`src/bfp_pkg.sv`:
```
// constants and types shared by the branch fold and predict unit
package bfp_pkg;
	localparam int ADDR_W = 32;
	localparam int INSTR_W = 32;
	localparam int HIST_N = 16;
	localparam int HIST_IDX_W = 4;
	localparam int HIST_IDX_LSB = 2;
	localparam int TC_N = 4;
	localparam int TC_IDX_W = 2;
	localparam logic [1:0] HIST_RESET = 2'h1;
	localparam logic [1:0] HIST_MAX = 2'h3;
	localparam logic [1:0] HIST_MIN = 2'h0;
	localparam logic [31:0] INSTR_STEP = 32'h4;
	localparam logic [31:0] TC_STEP = 32'h8;
	typedef enum logic [2:0] {
		F_IDLE = 3'h0,
		F_TC_HIT = 3'h1,
		F_MISS_IDLE = 3'h2,
		F_L1_FETCH = 3'h3,
		F_L2_WAIT = 3'h4
	} bfp_fetch_t;
endpackage

```
`src/bfp_branch_unit.sv`:
```
// branch fold, predict, target cache and fetch redirect logic of the front end
// Function
// - branches not writing link or count are removed from the stream, taken ones folded, not-taken ones discarded at dispatch
// - link or count writing branches stay queued and take a completion slot
// - link and count updates commit at completion in program order
// - unresolved branches are predicted and later fetched instructions marked conditional
// - a correct prediction validates its conditional instructions for normal retirement
// - misprediction purges queue, flushes younger work, restarts fetch on correct path
// - instructions after an unresolved prediction may execute but never retire
// - beyond a second-level prediction instructions are fetched but not executed
// - a third condition branch with two unresolved stalls fetch until one resolves
// - when the count condition alone resolves, condition dependency is ignored
// - finished speculative work waits; dispatch stops while completion queue is full
// - target cache hit delivers two target instructions on the next cycle
// - after a target cache hit the next four are fetched next clock
// - target cache miss inserts one idle cycle then fetches four targets
// - on a level-one miss the target is requested further out, any latency
// - target cache fully resets on flash invalidate, block invalidate, return, exception
// - move to link or count stalls fetch of a dependent branch until executed
// - with the history enable clear, prediction follows the branch options hint
// - with history enabled, recorded behaviour predicts later occurrences
// - taken branches found early are folded with wrong-path instructions, zero latency
// - not-taken branches are discarded at dispatch, costing that entry one cycle
`timescale 1ns/1ps
module bfp_branch_unit
	import bfp_pkg::*;
(
	input wire logic i_clock,
	input wire logic i_rstn,
	input wire logic i_enable,
	input wire logic i_hist_enable,
	input wire logic i_br_valid,
	input wire logic i_br_cond,
	input wire logic i_br_cond_pending,
	input wire logic i_br_cond_taken,
	input wire logic i_br_count_resolves,
	input wire logic i_br_count_taken,
	input wire logic i_br_writes_link_count,
	input wire logic i_br_needs_link,
	input wire logic i_br_needs_count,
	input wire logic i_br_hint_taken,
	input wire logic [ADDR_W-1:0] i_br_pc,
	input wire logic [ADDR_W-1:0] i_br_target,
	input wire logic i_mov_link_pending,
	input wire logic i_mov_count_pending,
	input wire logic i_res_valid,
	input wire logic i_res_slot,
	input wire logic i_res_taken,
	input wire logic i_disp_keep_valid,
	input wire logic i_cq_full,
	input wire logic i_cq_head_valid,
	input wire logic i_cq_head_done,
	input wire logic [1:0] i_cq_head_mask,
	input wire logic i_cq_head_link_count,
	input wire logic i_tc_inval_flash,
	input wire logic i_icbi_exec,
	input wire logic i_rfi_exec,
	input wire logic i_exception,
	input wire logic i_l1_ack,
	input wire logic i_l1_miss,
	input wire logic [INSTR_W-1:0] i_l1_instr0,
	input wire logic [INSTR_W-1:0] i_l1_instr1,
	input wire logic i_l2_done,
	output logic o_br_accept,
	output logic o_fetch_stall,
	output logic o_fold,
	output logic o_discard_at_dispatch,
	output logic o_keep_in_queue,
	output logic o_queue_purge,
	output logic [1:0] o_cond_mask,
	output logic [1:0] o_exec_block_mask,
	output logic o_retire_ok,
	output logic o_link_count_commit,
	output logic o_cq_alloc,
	output logic o_dispatch_stall,
	output logic o_validate,
	output logic [1:0] o_validate_mask,
	output logic o_flush,
	output logic [1:0] o_flush_mask,
	output logic o_tc_deliver,
	output logic [INSTR_W-1:0] o_tc_instr0,
	output logic [INSTR_W-1:0] o_tc_instr1,
	output logic o_fetch_req,
	output logic [ADDR_W-1:0] o_fetch_addr,
	output logic o_l2_req
);

	function automatic logic [1:0] sat_step(input logic [1:0] c, input logic t);
		if (t) begin
			sat_step = (c == HIST_MAX) ? c : c + 2'h1;
		end else begin
			sat_step = (c == HIST_MIN) ? c : c - 2'h1;
		end
	endfunction

	function automatic logic [TC_IDX_W-1:0] onehot_idx(input logic [TC_N-1:0] v);
		onehot_idx = '0;
		for (int k = 0; k < TC_N; k++) begin
			if (v[k]) begin
				onehot_idx = TC_IDX_W'(k);
			end
		end
	endfunction

	logic rst_meta_reg;
	logic rstn_reg;

	// internal reset is asserted at once but released only after two clean edges
	always_ff @(posedge i_clock or negedge i_rstn) begin
		if (!i_rstn) begin
			rst_meta_reg <= 1'b0;
			rstn_reg <= 1'b0;
		end else begin
			rst_meta_reg <= 1'b1;
			rstn_reg <= rst_meta_reg;
		end
	end

	logic [1:0] slot_valid_reg, slot_valid_next;
	logic [1:0] slot_pred_reg, slot_pred_next;
	logic slot_old_reg, slot_old_next;
	logic [ADDR_W-1:0] slot_alt_reg [2];
	logic [ADDR_W-1:0] slot_alt_next [2];
	logic [HIST_IDX_W-1:0] slot_hidx_reg [2];
	logic [HIST_IDX_W-1:0] slot_hidx_next [2];
	logic [1:0] hist_reg [HIST_N];
	logic [1:0] hist_next [HIST_N];
	logic [TC_N-1:0] tc_valid_reg, tc_valid_next;
	logic [ADDR_W-1:0] tc_tag_reg [TC_N];
	logic [ADDR_W-1:0] tc_tag_next [TC_N];
	logic [INSTR_W-1:0] tc_i0_reg [TC_N];
	logic [INSTR_W-1:0] tc_i0_next [TC_N];
	logic [INSTR_W-1:0] tc_i1_reg [TC_N];
	logic [INSTR_W-1:0] tc_i1_next [TC_N];
	logic [TC_IDX_W-1:0] tc_ptr_reg, tc_ptr_next;
	bfp_fetch_t fstate_reg, fstate_next;
	logic [ADDR_W-1:0] fetch_addr_reg, fetch_addr_next;
	logic miss_reg, miss_next;
	logic [INSTR_W-1:0] out_i0_reg, out_i0_next;
	logic [INSTR_W-1:0] out_i1_reg, out_i1_next;

	logic [HIST_IDX_W-1:0] br_hidx;
	logic need_pred, dep_stall, depth_stall, busy;
	logic mispredict, correct, accept, pred_taken, taken, redirect;
	logic free_slot, tc_hit, tc_inval, fill_en;
	logic [ADDR_W-1:0] redirect_addr;
	logic [1:0] flush_mask;
	logic [TC_N-1:0] tc_hit_vec;
	logic [TC_IDX_W-1:0] tc_hit_idx;

	assign br_hidx = i_br_pc[HIST_IDX_LSB +: HIST_IDX_W];
	assign need_pred = i_br_cond & i_br_cond_pending & ~i_br_count_resolves;
	assign dep_stall = (i_br_needs_link & i_mov_link_pending)
		| (i_br_needs_count & i_mov_count_pending);
	assign depth_stall = need_pred & (&slot_valid_reg);
	assign busy = (fstate_reg != F_IDLE);
	assign mispredict = i_enable & i_res_valid & slot_valid_reg[i_res_slot]
		& (slot_pred_reg[i_res_slot] != i_res_taken);
	assign correct = i_enable & i_res_valid & slot_valid_reg[i_res_slot]
		& (slot_pred_reg[i_res_slot] == i_res_taken);
	// a branch is not taken while the fetcher is still being steered elsewhere
	assign accept = i_enable & i_br_valid & ~dep_stall & ~depth_stall & ~busy & ~mispredict;
	assign pred_taken = i_hist_enable ? hist_reg[br_hidx][1] : i_br_hint_taken;
	assign taken = need_pred ? pred_taken
		: (~i_br_cond | (i_br_count_resolves ? i_br_count_taken : i_br_cond_taken));
	assign redirect = mispredict | (accept & taken);
	assign redirect_addr = mispredict ? slot_alt_reg[i_res_slot] : i_br_target;
	assign free_slot = slot_valid_reg[0];

	always_comb begin
		slot_valid_next = slot_valid_reg;
		slot_pred_next = slot_pred_reg;
		slot_old_next = slot_old_reg;
		slot_alt_next = slot_alt_reg;
		slot_hidx_next = slot_hidx_reg;
		flush_mask = 2'h0;
		if (mispredict) begin
			flush_mask[i_res_slot] = 1'b1;
			if (slot_valid_reg[~i_res_slot] && (slot_old_reg == i_res_slot)) begin
				flush_mask[~i_res_slot] = 1'b1;
			end
			slot_valid_next = slot_valid_reg & ~flush_mask;
		end else begin
			if (correct) begin
				slot_valid_next[i_res_slot] = 1'b0;
			end
			if (accept && need_pred) begin
				slot_valid_next[free_slot] = 1'b1;
				slot_pred_next[free_slot] = taken;
				slot_alt_next[free_slot] = taken ? i_br_pc + INSTR_STEP : i_br_target;
				slot_hidx_next[free_slot] = br_hidx;
				slot_old_next = slot_valid_next[~free_slot] ? ~free_slot : free_slot;
			end
		end
		if (!slot_valid_next[slot_old_next]) begin
			slot_old_next = ~slot_old_next;
		end
	end

	always_ff @(posedge i_clock or negedge rstn_reg) begin
		if (!rstn_reg) begin
			slot_valid_reg <= 2'h0;
			slot_pred_reg <= 2'h0;
			slot_old_reg <= 1'b0;
			for (int k = 0; k < 2; k++) begin
				slot_alt_reg[k] <= '0;
				slot_hidx_reg[k] <= '0;
			end
		end else if (i_enable) begin
			slot_valid_reg <= slot_valid_next;
			slot_pred_reg <= slot_pred_next;
			slot_old_reg <= slot_old_next;
			slot_alt_reg <= slot_alt_next;
			slot_hidx_reg <= slot_hidx_next;
		end
	end

	// counters learn from every resolved prediction while history is enabled
	always_comb begin
		hist_next = hist_reg;
		if ((correct || mispredict) && i_hist_enable) begin
			hist_next[slot_hidx_reg[i_res_slot]] =
				sat_step(hist_reg[slot_hidx_reg[i_res_slot]], i_res_taken);
		end
	end

	always_ff @(posedge i_clock or negedge rstn_reg) begin
		if (!rstn_reg) begin
			for (int k = 0; k < HIST_N; k++) begin
				hist_reg[k] <= HIST_RESET;
			end
		end else if (i_enable) begin
			hist_reg <= hist_next;
		end
	end

	genvar g;
	generate
		for (g = 0; g < TC_N; g++) begin : g_tc_match
			assign tc_hit_vec[g] = tc_valid_reg[g] && (tc_tag_reg[g] == redirect_addr);
		end
	endgenerate
	assign tc_hit = |tc_hit_vec;
	assign tc_hit_idx = onehot_idx(tc_hit_vec);
	assign tc_inval = i_tc_inval_flash | i_icbi_exec | i_rfi_exec | i_exception;
	assign fill_en = (fstate_reg == F_L1_FETCH) & miss_reg & i_l1_ack & ~i_l1_miss;

	// invalidation beats a fill in the same cycle so no stale pair survives
	always_comb begin
		tc_valid_next = tc_valid_reg;
		tc_tag_next = tc_tag_reg;
		tc_i0_next = tc_i0_reg;
		tc_i1_next = tc_i1_reg;
		tc_ptr_next = tc_ptr_reg;
		if (tc_inval) begin
			tc_valid_next = '0;
		end else if (fill_en) begin
			tc_valid_next[tc_ptr_reg] = 1'b1;
			tc_tag_next[tc_ptr_reg] = fetch_addr_reg;
			tc_i0_next[tc_ptr_reg] = i_l1_instr0;
			tc_i1_next[tc_ptr_reg] = i_l1_instr1;
			tc_ptr_next = tc_ptr_reg + TC_IDX_W'(1);
		end
	end

	always_ff @(posedge i_clock or negedge rstn_reg) begin
		if (!rstn_reg) begin
			tc_valid_reg <= '0;
			tc_ptr_reg <= '0;
			for (int k = 0; k < TC_N; k++) begin
				tc_tag_reg[k] <= '0;
				tc_i0_reg[k] <= '0;
				tc_i1_reg[k] <= '0;
			end
		end else if (i_enable) begin
			tc_valid_reg <= tc_valid_next;
			tc_ptr_reg <= tc_ptr_next;
			tc_tag_reg <= tc_tag_next;
			tc_i0_reg <= tc_i0_next;
			tc_i1_reg <= tc_i1_next;
		end
	end

	always_comb begin
		fstate_next = fstate_reg;
		fetch_addr_next = fetch_addr_reg;
		miss_next = miss_reg;
		out_i0_next = out_i0_reg;
		out_i1_next = out_i1_reg;
		if (redirect) begin
			fetch_addr_next = redirect_addr;
			if (tc_hit) begin
				fstate_next = F_TC_HIT;
				miss_next = 1'b0;
				out_i0_next = tc_i0_reg[tc_hit_idx];
				out_i1_next = tc_i1_reg[tc_hit_idx];
			end else begin
				fstate_next = F_MISS_IDLE;
				miss_next = 1'b1;
			end
		end else begin
			case (fstate_reg)
				F_IDLE: begin
					fstate_next = F_IDLE;
				end
				F_TC_HIT: begin
					fstate_next = F_L1_FETCH;
					fetch_addr_next = fetch_addr_reg + TC_STEP;
				end
				F_MISS_IDLE: begin
					fstate_next = F_L1_FETCH;
				end
				F_L1_FETCH: begin
					if (i_l1_miss) begin
						fstate_next = F_L2_WAIT;
					end else if (i_l1_ack) begin
						fstate_next = F_IDLE;
					end
				end
				F_L2_WAIT: begin
					if (i_l2_done) begin
						fstate_next = F_IDLE;
					end
				end
				default: begin
					fstate_next = F_IDLE;
				end
			endcase
		end
	end

	always_ff @(posedge i_clock or negedge rstn_reg) begin
		if (!rstn_reg) begin
			fstate_reg <= F_IDLE;
			fetch_addr_reg <= '0;
			miss_reg <= 1'b0;
			out_i0_reg <= '0;
			out_i1_reg <= '0;
		end else if (i_enable) begin
			fstate_reg <= fstate_next;
			fetch_addr_reg <= fetch_addr_next;
			miss_reg <= miss_next;
			out_i0_reg <= out_i0_next;
			out_i1_reg <= out_i1_next;
		end
	end

	assign o_br_accept = accept;
	assign o_fetch_stall = i_br_valid & (dep_stall | depth_stall);
	assign o_fold = accept & ~i_br_writes_link_count & taken;
	assign o_discard_at_dispatch = accept & ~i_br_writes_link_count & ~taken;
	assign o_keep_in_queue = accept & i_br_writes_link_count;
	assign o_queue_purge = (accept & taken) | mispredict;
	assign o_cond_mask = slot_valid_reg;
	// only the younger of two live predictions holds back execution
	assign o_exec_block_mask = {2{&slot_valid_reg}} & {~slot_old_reg, slot_old_reg};
	assign o_retire_ok = i_enable & i_cq_head_valid & i_cq_head_done
		& ~|(i_cq_head_mask & slot_valid_reg);
	assign o_link_count_commit = o_retire_ok & i_cq_head_link_count;
	assign o_cq_alloc = i_enable & i_disp_keep_valid & ~i_cq_full;
	assign o_dispatch_stall = i_cq_full;
	assign o_validate = correct;
	assign o_validate_mask = {2{correct}} & {i_res_slot, ~i_res_slot};
	assign o_flush = mispredict;
	assign o_flush_mask = flush_mask;
	assign o_tc_deliver = (fstate_reg == F_TC_HIT);
	assign o_tc_instr0 = out_i0_reg;
	assign o_tc_instr1 = out_i1_reg;
	assign o_fetch_req = (fstate_reg == F_L1_FETCH);
	assign o_fetch_addr = fetch_addr_reg;
	assign o_l2_req = (fstate_reg == F_L2_WAIT);

	AST_FOLD_CLEAN: assert property (@(posedge i_clock) disable iff (!rstn_reg)
		o_fold |-> !i_br_writes_link_count && !o_keep_in_queue)
		else $error("folded branch writes link or count");
	AST_KEEP_ALLOC: assert property (@(posedge i_clock) disable iff (!rstn_reg)
		i_enable && i_disp_keep_valid && !i_cq_full |-> o_cq_alloc)
		else $error("kept branch got no completion slot");
	AST_COMMIT_ORDER: assert property (@(posedge i_clock) disable iff (!rstn_reg)
		o_link_count_commit |-> i_cq_head_valid && i_cq_head_done)
		else $error("link or count commit out of completion");
	AST_MARK: assert property (@(posedge i_clock) disable iff (!rstn_reg)
		accept && need_pred && !correct |=> o_cond_mask != 2'h0)
		else $error("prediction not marked conditional");
	AST_VALIDATE: assert property (@(posedge i_clock) disable iff (!rstn_reg)
		o_validate && !(accept && need_pred) |=> !slot_valid_reg[$past(i_res_slot)])
		else $error("validated prediction still live");
	AST_FLUSH_RESTART: assert property (@(posedge i_clock) disable iff (!rstn_reg)
		o_flush |=> (o_tc_deliver || !o_fetch_req) ##1
			(o_fetch_req || !$past(i_enable) || $past(o_flush)))
		else $error("misprediction did not restart fetch");
	AST_NO_SPEC_RETIRE: assert property (@(posedge i_clock) disable iff (!rstn_reg)
		o_retire_ok |-> (i_cq_head_mask & slot_valid_reg) == 2'h0)
		else $error("speculative instruction retired");
	AST_SECOND_LEVEL: assert property (@(posedge i_clock) disable iff (!rstn_reg)
		slot_valid_reg == 2'h3 |-> $onehot(o_exec_block_mask))
		else $error("second level work not held");
	AST_DEPTH_STALL: assert property (@(posedge i_clock) disable iff (!rstn_reg)
		i_br_valid && need_pred && slot_valid_reg == 2'h3 |-> o_fetch_stall && !o_br_accept)
		else $error("third prediction accepted");
	AST_TC_HIT: assert property (@(posedge i_clock) disable iff (!rstn_reg)
		redirect && tc_hit |=> o_tc_deliver ##1
			(o_fetch_req || !$past(i_enable) || $past(o_flush)))
		else $error("target cache hit sequence broken");
	AST_TC_MISS: assert property (@(posedge i_clock) disable iff (!rstn_reg)
		redirect && !tc_hit |=> !o_fetch_req && !o_tc_deliver)
		else $error("no idle cycle after target cache miss");
	AST_INVAL: assert property (@(posedge i_clock) disable iff (!rstn_reg)
		i_enable && tc_inval |=> tc_valid_reg == '0)
		else $error("target cache survived invalidation");
	AST_MOVE_STALL: assert property (@(posedge i_clock) disable iff (!rstn_reg)
		i_br_valid && dep_stall |-> o_fetch_stall && !o_br_accept)
		else $error("branch passed a pending move");
endmodule

```
`config.mk`:
```
export PLATFORM = sky130hd
export DESIGN_NAME = bfp_branch_unit
export DESIGN_NICKNAME = d
export VERILOG_FILES = /design/src/bfp_pkg.sv /design/src/bfp_branch_unit.sv
export SDC_FILE = /design/constraint.sdc
export NUM_CORES = 1
export LEC_CHECK = 0
export BUFFER_PORTS_ARGS = -buffer_cell sky130_fd_sc_hd__buf_2
export CORE_ASPECT_RATIO = 0.75
export CORE_MARGIN = 4
export CORE_UTILIZATION = 30
export CTS_CLUSTER_DIAMETER = 120
export CTS_CLUSTER_SIZE = 25
export DETAILED_ROUTE_END_ITERATION = 12
export GPL_TIMING_DRIVEN = 0
export HOLD_SLACK_MARGIN = 0.1
export SETUP_SLACK_MARGIN = 0.3
export SLEW_MARGIN = 20
export SYNTH_ARGS = -nofsm -noshare
export SYNTH_HDL_FRONTEND = slang
export SYNTH_SLANG_ARGS = --single-unit
```
`constraint.sdc`:
```
create_clock -name i_clock -period 36.7 [get_ports i_clock]
set_clock_uncertainty 0.05 [all_clocks]
set_input_delay 5.505 -clock i_clock [delete_from_list [all_inputs] [get_ports i_clock]]
set_output_delay 5.505 -clock i_clock [all_outputs]
set_load 0.1 [all_outputs]
```
==> flow_summary.json <==
{
  "grt_use_met1_pct": 25.8,
  "grt_overflow": 0,
  "ys_async_sr_fraction_pct": 100,
  "drv_cap": 0,
  "core_um2": 95500,
  "clkSinkCount": 601,
  "synth_cell_types": 68,
  "syn-num-nets": 2584,
  "htree_levels": 1,
  "cts_made_buffers": 29,
  "grt_use_total_pct": 17.1,
  "fin_util_pct": 34.7,
  "dp_worst_setup_slack_ns": 20.70,
  "fmax_ghz": 0.0623,
  "ys_seq_area_share_pct": 52.0,
  "outcome": "finished, final reports clean",
  "synth_flop_cell": "dfrtp_1",
  "grt_pass1_vias": 20500,
  "synth_seq_cells": 601,
  "die_x_um": 367,
  "final_nets": 2907,
  "clk_pin_slew_worst_paths_ns": 0.11,
  "synth_warnings": 0,
  "antenna_found_initial": 12,
  "cts_hold_buf": 0,
  "leakagePower_nw": 16.2,
  "path_max_fanout": 10,
  "met3_usage_pct": 3.81,
  "first_pass_iters": 6,
  "pwr_density_cell_nw_per_um2": 45.9,
  "critPathLaunchType": "input port",
  "dp_hpwl_um": 67000,
  "cts_tree": "done",
  "cpPeakStageDelay_ns": 0.72,
  "crit_slowest_cell": "a21oi_1",
  "postCtsSetupBuffers": 0,
  "area_delta_synth_final_pct": 14.5,
  "grt_max_degree": 56,
  "ir_worst_vdd_uv": 49.9,
  "crit_required_ns": 31.14,
  "fin_crit_sh_pct": 43.7,
  "setup_tns_ns": 0,
  "top_usage_layer": "met1",
  "die_area_um2": 102000,
  "fillerInstances": 9494,
  "fp.dieH_um": 277,
  "rows": 98,
  "hp-class": "register to asynchronous set/reset pin",
  "boundaryPins": 280,
  "finalSetupViolCount": 0,
  "setup_slack_ns": 20.66,
  "path_class": "input port to output pin",
  "avgSynthCellArea_um2": 12.0,
  "period_needed_ns": 16.04,
  "cts.path.max_buffers": 3,
  "vias_per_cell": 5.15,
  "clock-root-buffer": "clkbuf_16",
  "grt.met2_usage_pct": 25.0,
  "ant_nets": 0,
  "path_buf_inv": 6,
  "hold_slack_ns": 0.241,
  "start_util_pct": 30.3,
  "route.detailed.drc": 0,
  "cpLargestDelayFamily": "buffers and inverters",
  "drtIter0Drc": 1713,
  "end_kind": "output pin",
  "crit_chain": "buf_2 > clkbuf_1 > mux4_2 > mux4_2 > mux2_2 > a21oi_1 > nor2_1 > nor2_1 > clkinv_1 > clkbuf_1 > buf_1 > buf_2",
  "syn_area_um2": 29000,
  "cts_resized": 0,
  "gp_congestion": 0.907,
  "wl_um": 89000,
  "slew_violations": 0,
  "slew_headroom_pct": 28.3,
  "rsz0062_at_grt": "no",
  "wl_per_cell_um": 22.2,
  "synth_edf_count": 0,
  "synthCells": 2417,
  "clk_latency_ns": 0.65,
  "drive_above_1_share_pct": 34.9,
  "portBuffers": 278,
  "hold_violations": 0,
  "vias": 20600,
  "grt_first_pass_wirelength_um": 134000,
  "crit_arrival_ns": 10.49,
  "worst_pin_slew_ns": 1.06
}
## path summary, 6_finish.rpt
| check | from | endpoint | slack, ns | cells past startpoint |
|---|---|---|---|---|
| worst min register to register | rstn_reg$_DFF_PN0_ | o_tc_instr1[10]$_DFFE_PN0P_ | 0.24 | 0 |
| worst min-delay path | rstn_reg$_DFF_PN0_ | o_tc_instr1[10]$_DFFE_PN0P_ | 0.24 | 0 |
| min in group i_clock | rst_meta_reg$_DFF_PN0_ | rstn_reg$_DFF_PN0_ | 0.31 | 0 |
| worst max-delay path | i_br_pc[2] | o_queue_purge | 20.66 | 12 |
| max in group asynchronous | i_rstn | rstn_reg$_DFF_PN0_ | 31.93 | 1 |
| worst max register to register | o_cond_mask[0]$_DFFE_PN0P_ | o_tc_instr0[24]$_DFFE_PN0P_ | 30.72 | 16 |
## worst reg2reg max path, stage by stage, from the launching register on
cell,delay [ns]
dfrtp_1,0.35
buf_2,0.22
mux2_2,0.22
and2_1,0.14
clkbuf_1,0.49
clkbuf_1,0.67
nand3_1,0.51
nand2_1,0.35
xnor2_1,0.24
o2111ai_1,0.22
nor4_1,0.67
nand4_1,0.26
o311ai_2,0.56
nand2_2,0.15
buf_6,0.19
buf_2,0.23
mux2_2,0.31
## through the flow
step / instance area [µm²] / power (W) / instances
2_1_floorplan: 29000 / 0.00101 / 2417
3_3_place_gp: 31900 / 0.00114 / 3945
3_5_place_dp: 32300 / 0.00114 / 3959
4_1_cts: 33100 / 0.00153 / 4003
5_1_grt: 33200 / 0.00159 / 4005
6_report: 33200 / 0.00152 / 4007
## layout by cell type (no fill, tap or decap), types with 4 or more instances in the layout
cell and count:
nor4_1 15, buf_2 294, nor2_1 92, and3_1 23, or3_1 49, nor3_1 13
buf_16 9, nand4_1 37, nand3_1 57, a21boi_0 4, mux2_2 539, buf_12 4
buf_6 9, dfstp_2 16, a21o_1 5, o21ai_1 63, o21ai_0 144, nand2_1 114
o22a_1 5, dfrtp_1 584, or4_1 6, diode_2 4, inv_1 23, clkbuf_1 115
o22ai_1 7, nand2b_1 5, a2111oi_2 18, xor2_1 44, nor2b_1 29, a21oi_1 89
mux4_2 13, or2_2 8, and2_1 15, xnor2_1 44, ha_1 6, mux2i_1 76
clkbuf_16 29, a22oi_1 68, buf_1 13, nand4b_1 11
## power breakdown
group	internal [W]	switching, W	total [W]
Combinational	0.0000888	0.000292	0.000381
Sequential	0.000701	0.0000523	0.000753
Clock	0.000156	0.000230	0.000386
Total	0.000946	0.000574	0.00152
## synth_stat cells (4+ instances only)
cell	count	share of area (%)
a21oi_1	89	1.5
inv_1	23	0.30
buf_1	13	0.17
xor2_1	44	1.3
o22ai_1	7	0.15
xnor2_1	44	1.3
or4_1	6	0.16
a22oi_1	68	1.8
or2_2	8	0.17
a2111oi_2	13	0.67
buf_6	9	0.35
clkbuf_1	106	1.4
a21o_1	5	0.13
or3_1	49	1.1
nand2_1	114	1.5
buf_2	16	0.28
o22a_1	5	0.15
o21ai_0	144	2.5
nor2b_1	29	0.63
nor4_1	16	0.35
mux2i_1	76	2.6
nand4b_1	11	0.33
dfstp_2	16	1.5
nand2b_1	5	0.11
nand3_1	57	0.98
nand4_1	37	0.80
a21boi_0	4	0.10
o21ai_1	63	1.1
dfrtp_1	585	51
and3_1	23	0.50
ha_1	6	0.26
nor2_1	93	1.2
nor3_1	13	0.22
a2111oi_1	6	0.21
mux2_2	539	21
mux4_2	13	1.0
and2_1	15	0.32
## cell type report
class	count	area (µm²)	area share, %
Clock buffer	38	759	2.29
Tap cell	1250	1560	4.72
Clock inverter	6	88.8	0.268
Inverter	24	90.1	0.272
Buffer	147	648	1.95
Timing Repair Buffer	292	1730	5.21
Sequential cell	601	15100	45.4
Antenna cell	4	10.0	0.0302
Multi-Input combinational cell	1645	13200	39.8
## per-layer routing
layer | up-vias | share of wire [%]
met2 | 600 | 43
met5 | - | 0.015
met3 | 88 | 7.1
met1 | 10500 | 48
li1 | 9430 | -
met4 | 2 | 1.9
## kinds of logic after synthesis
group	synth area share (%)
adders and majority gates	0.294
buffers and inverters	2.55
AOI/OAI and AO/OA	9.16
other	0.0129
DFF	52.0
and+or+nand+nor	8.64
xor gates and xnor gates	2.72
muxes	24.6
Power figures use the tool's default switching activity.
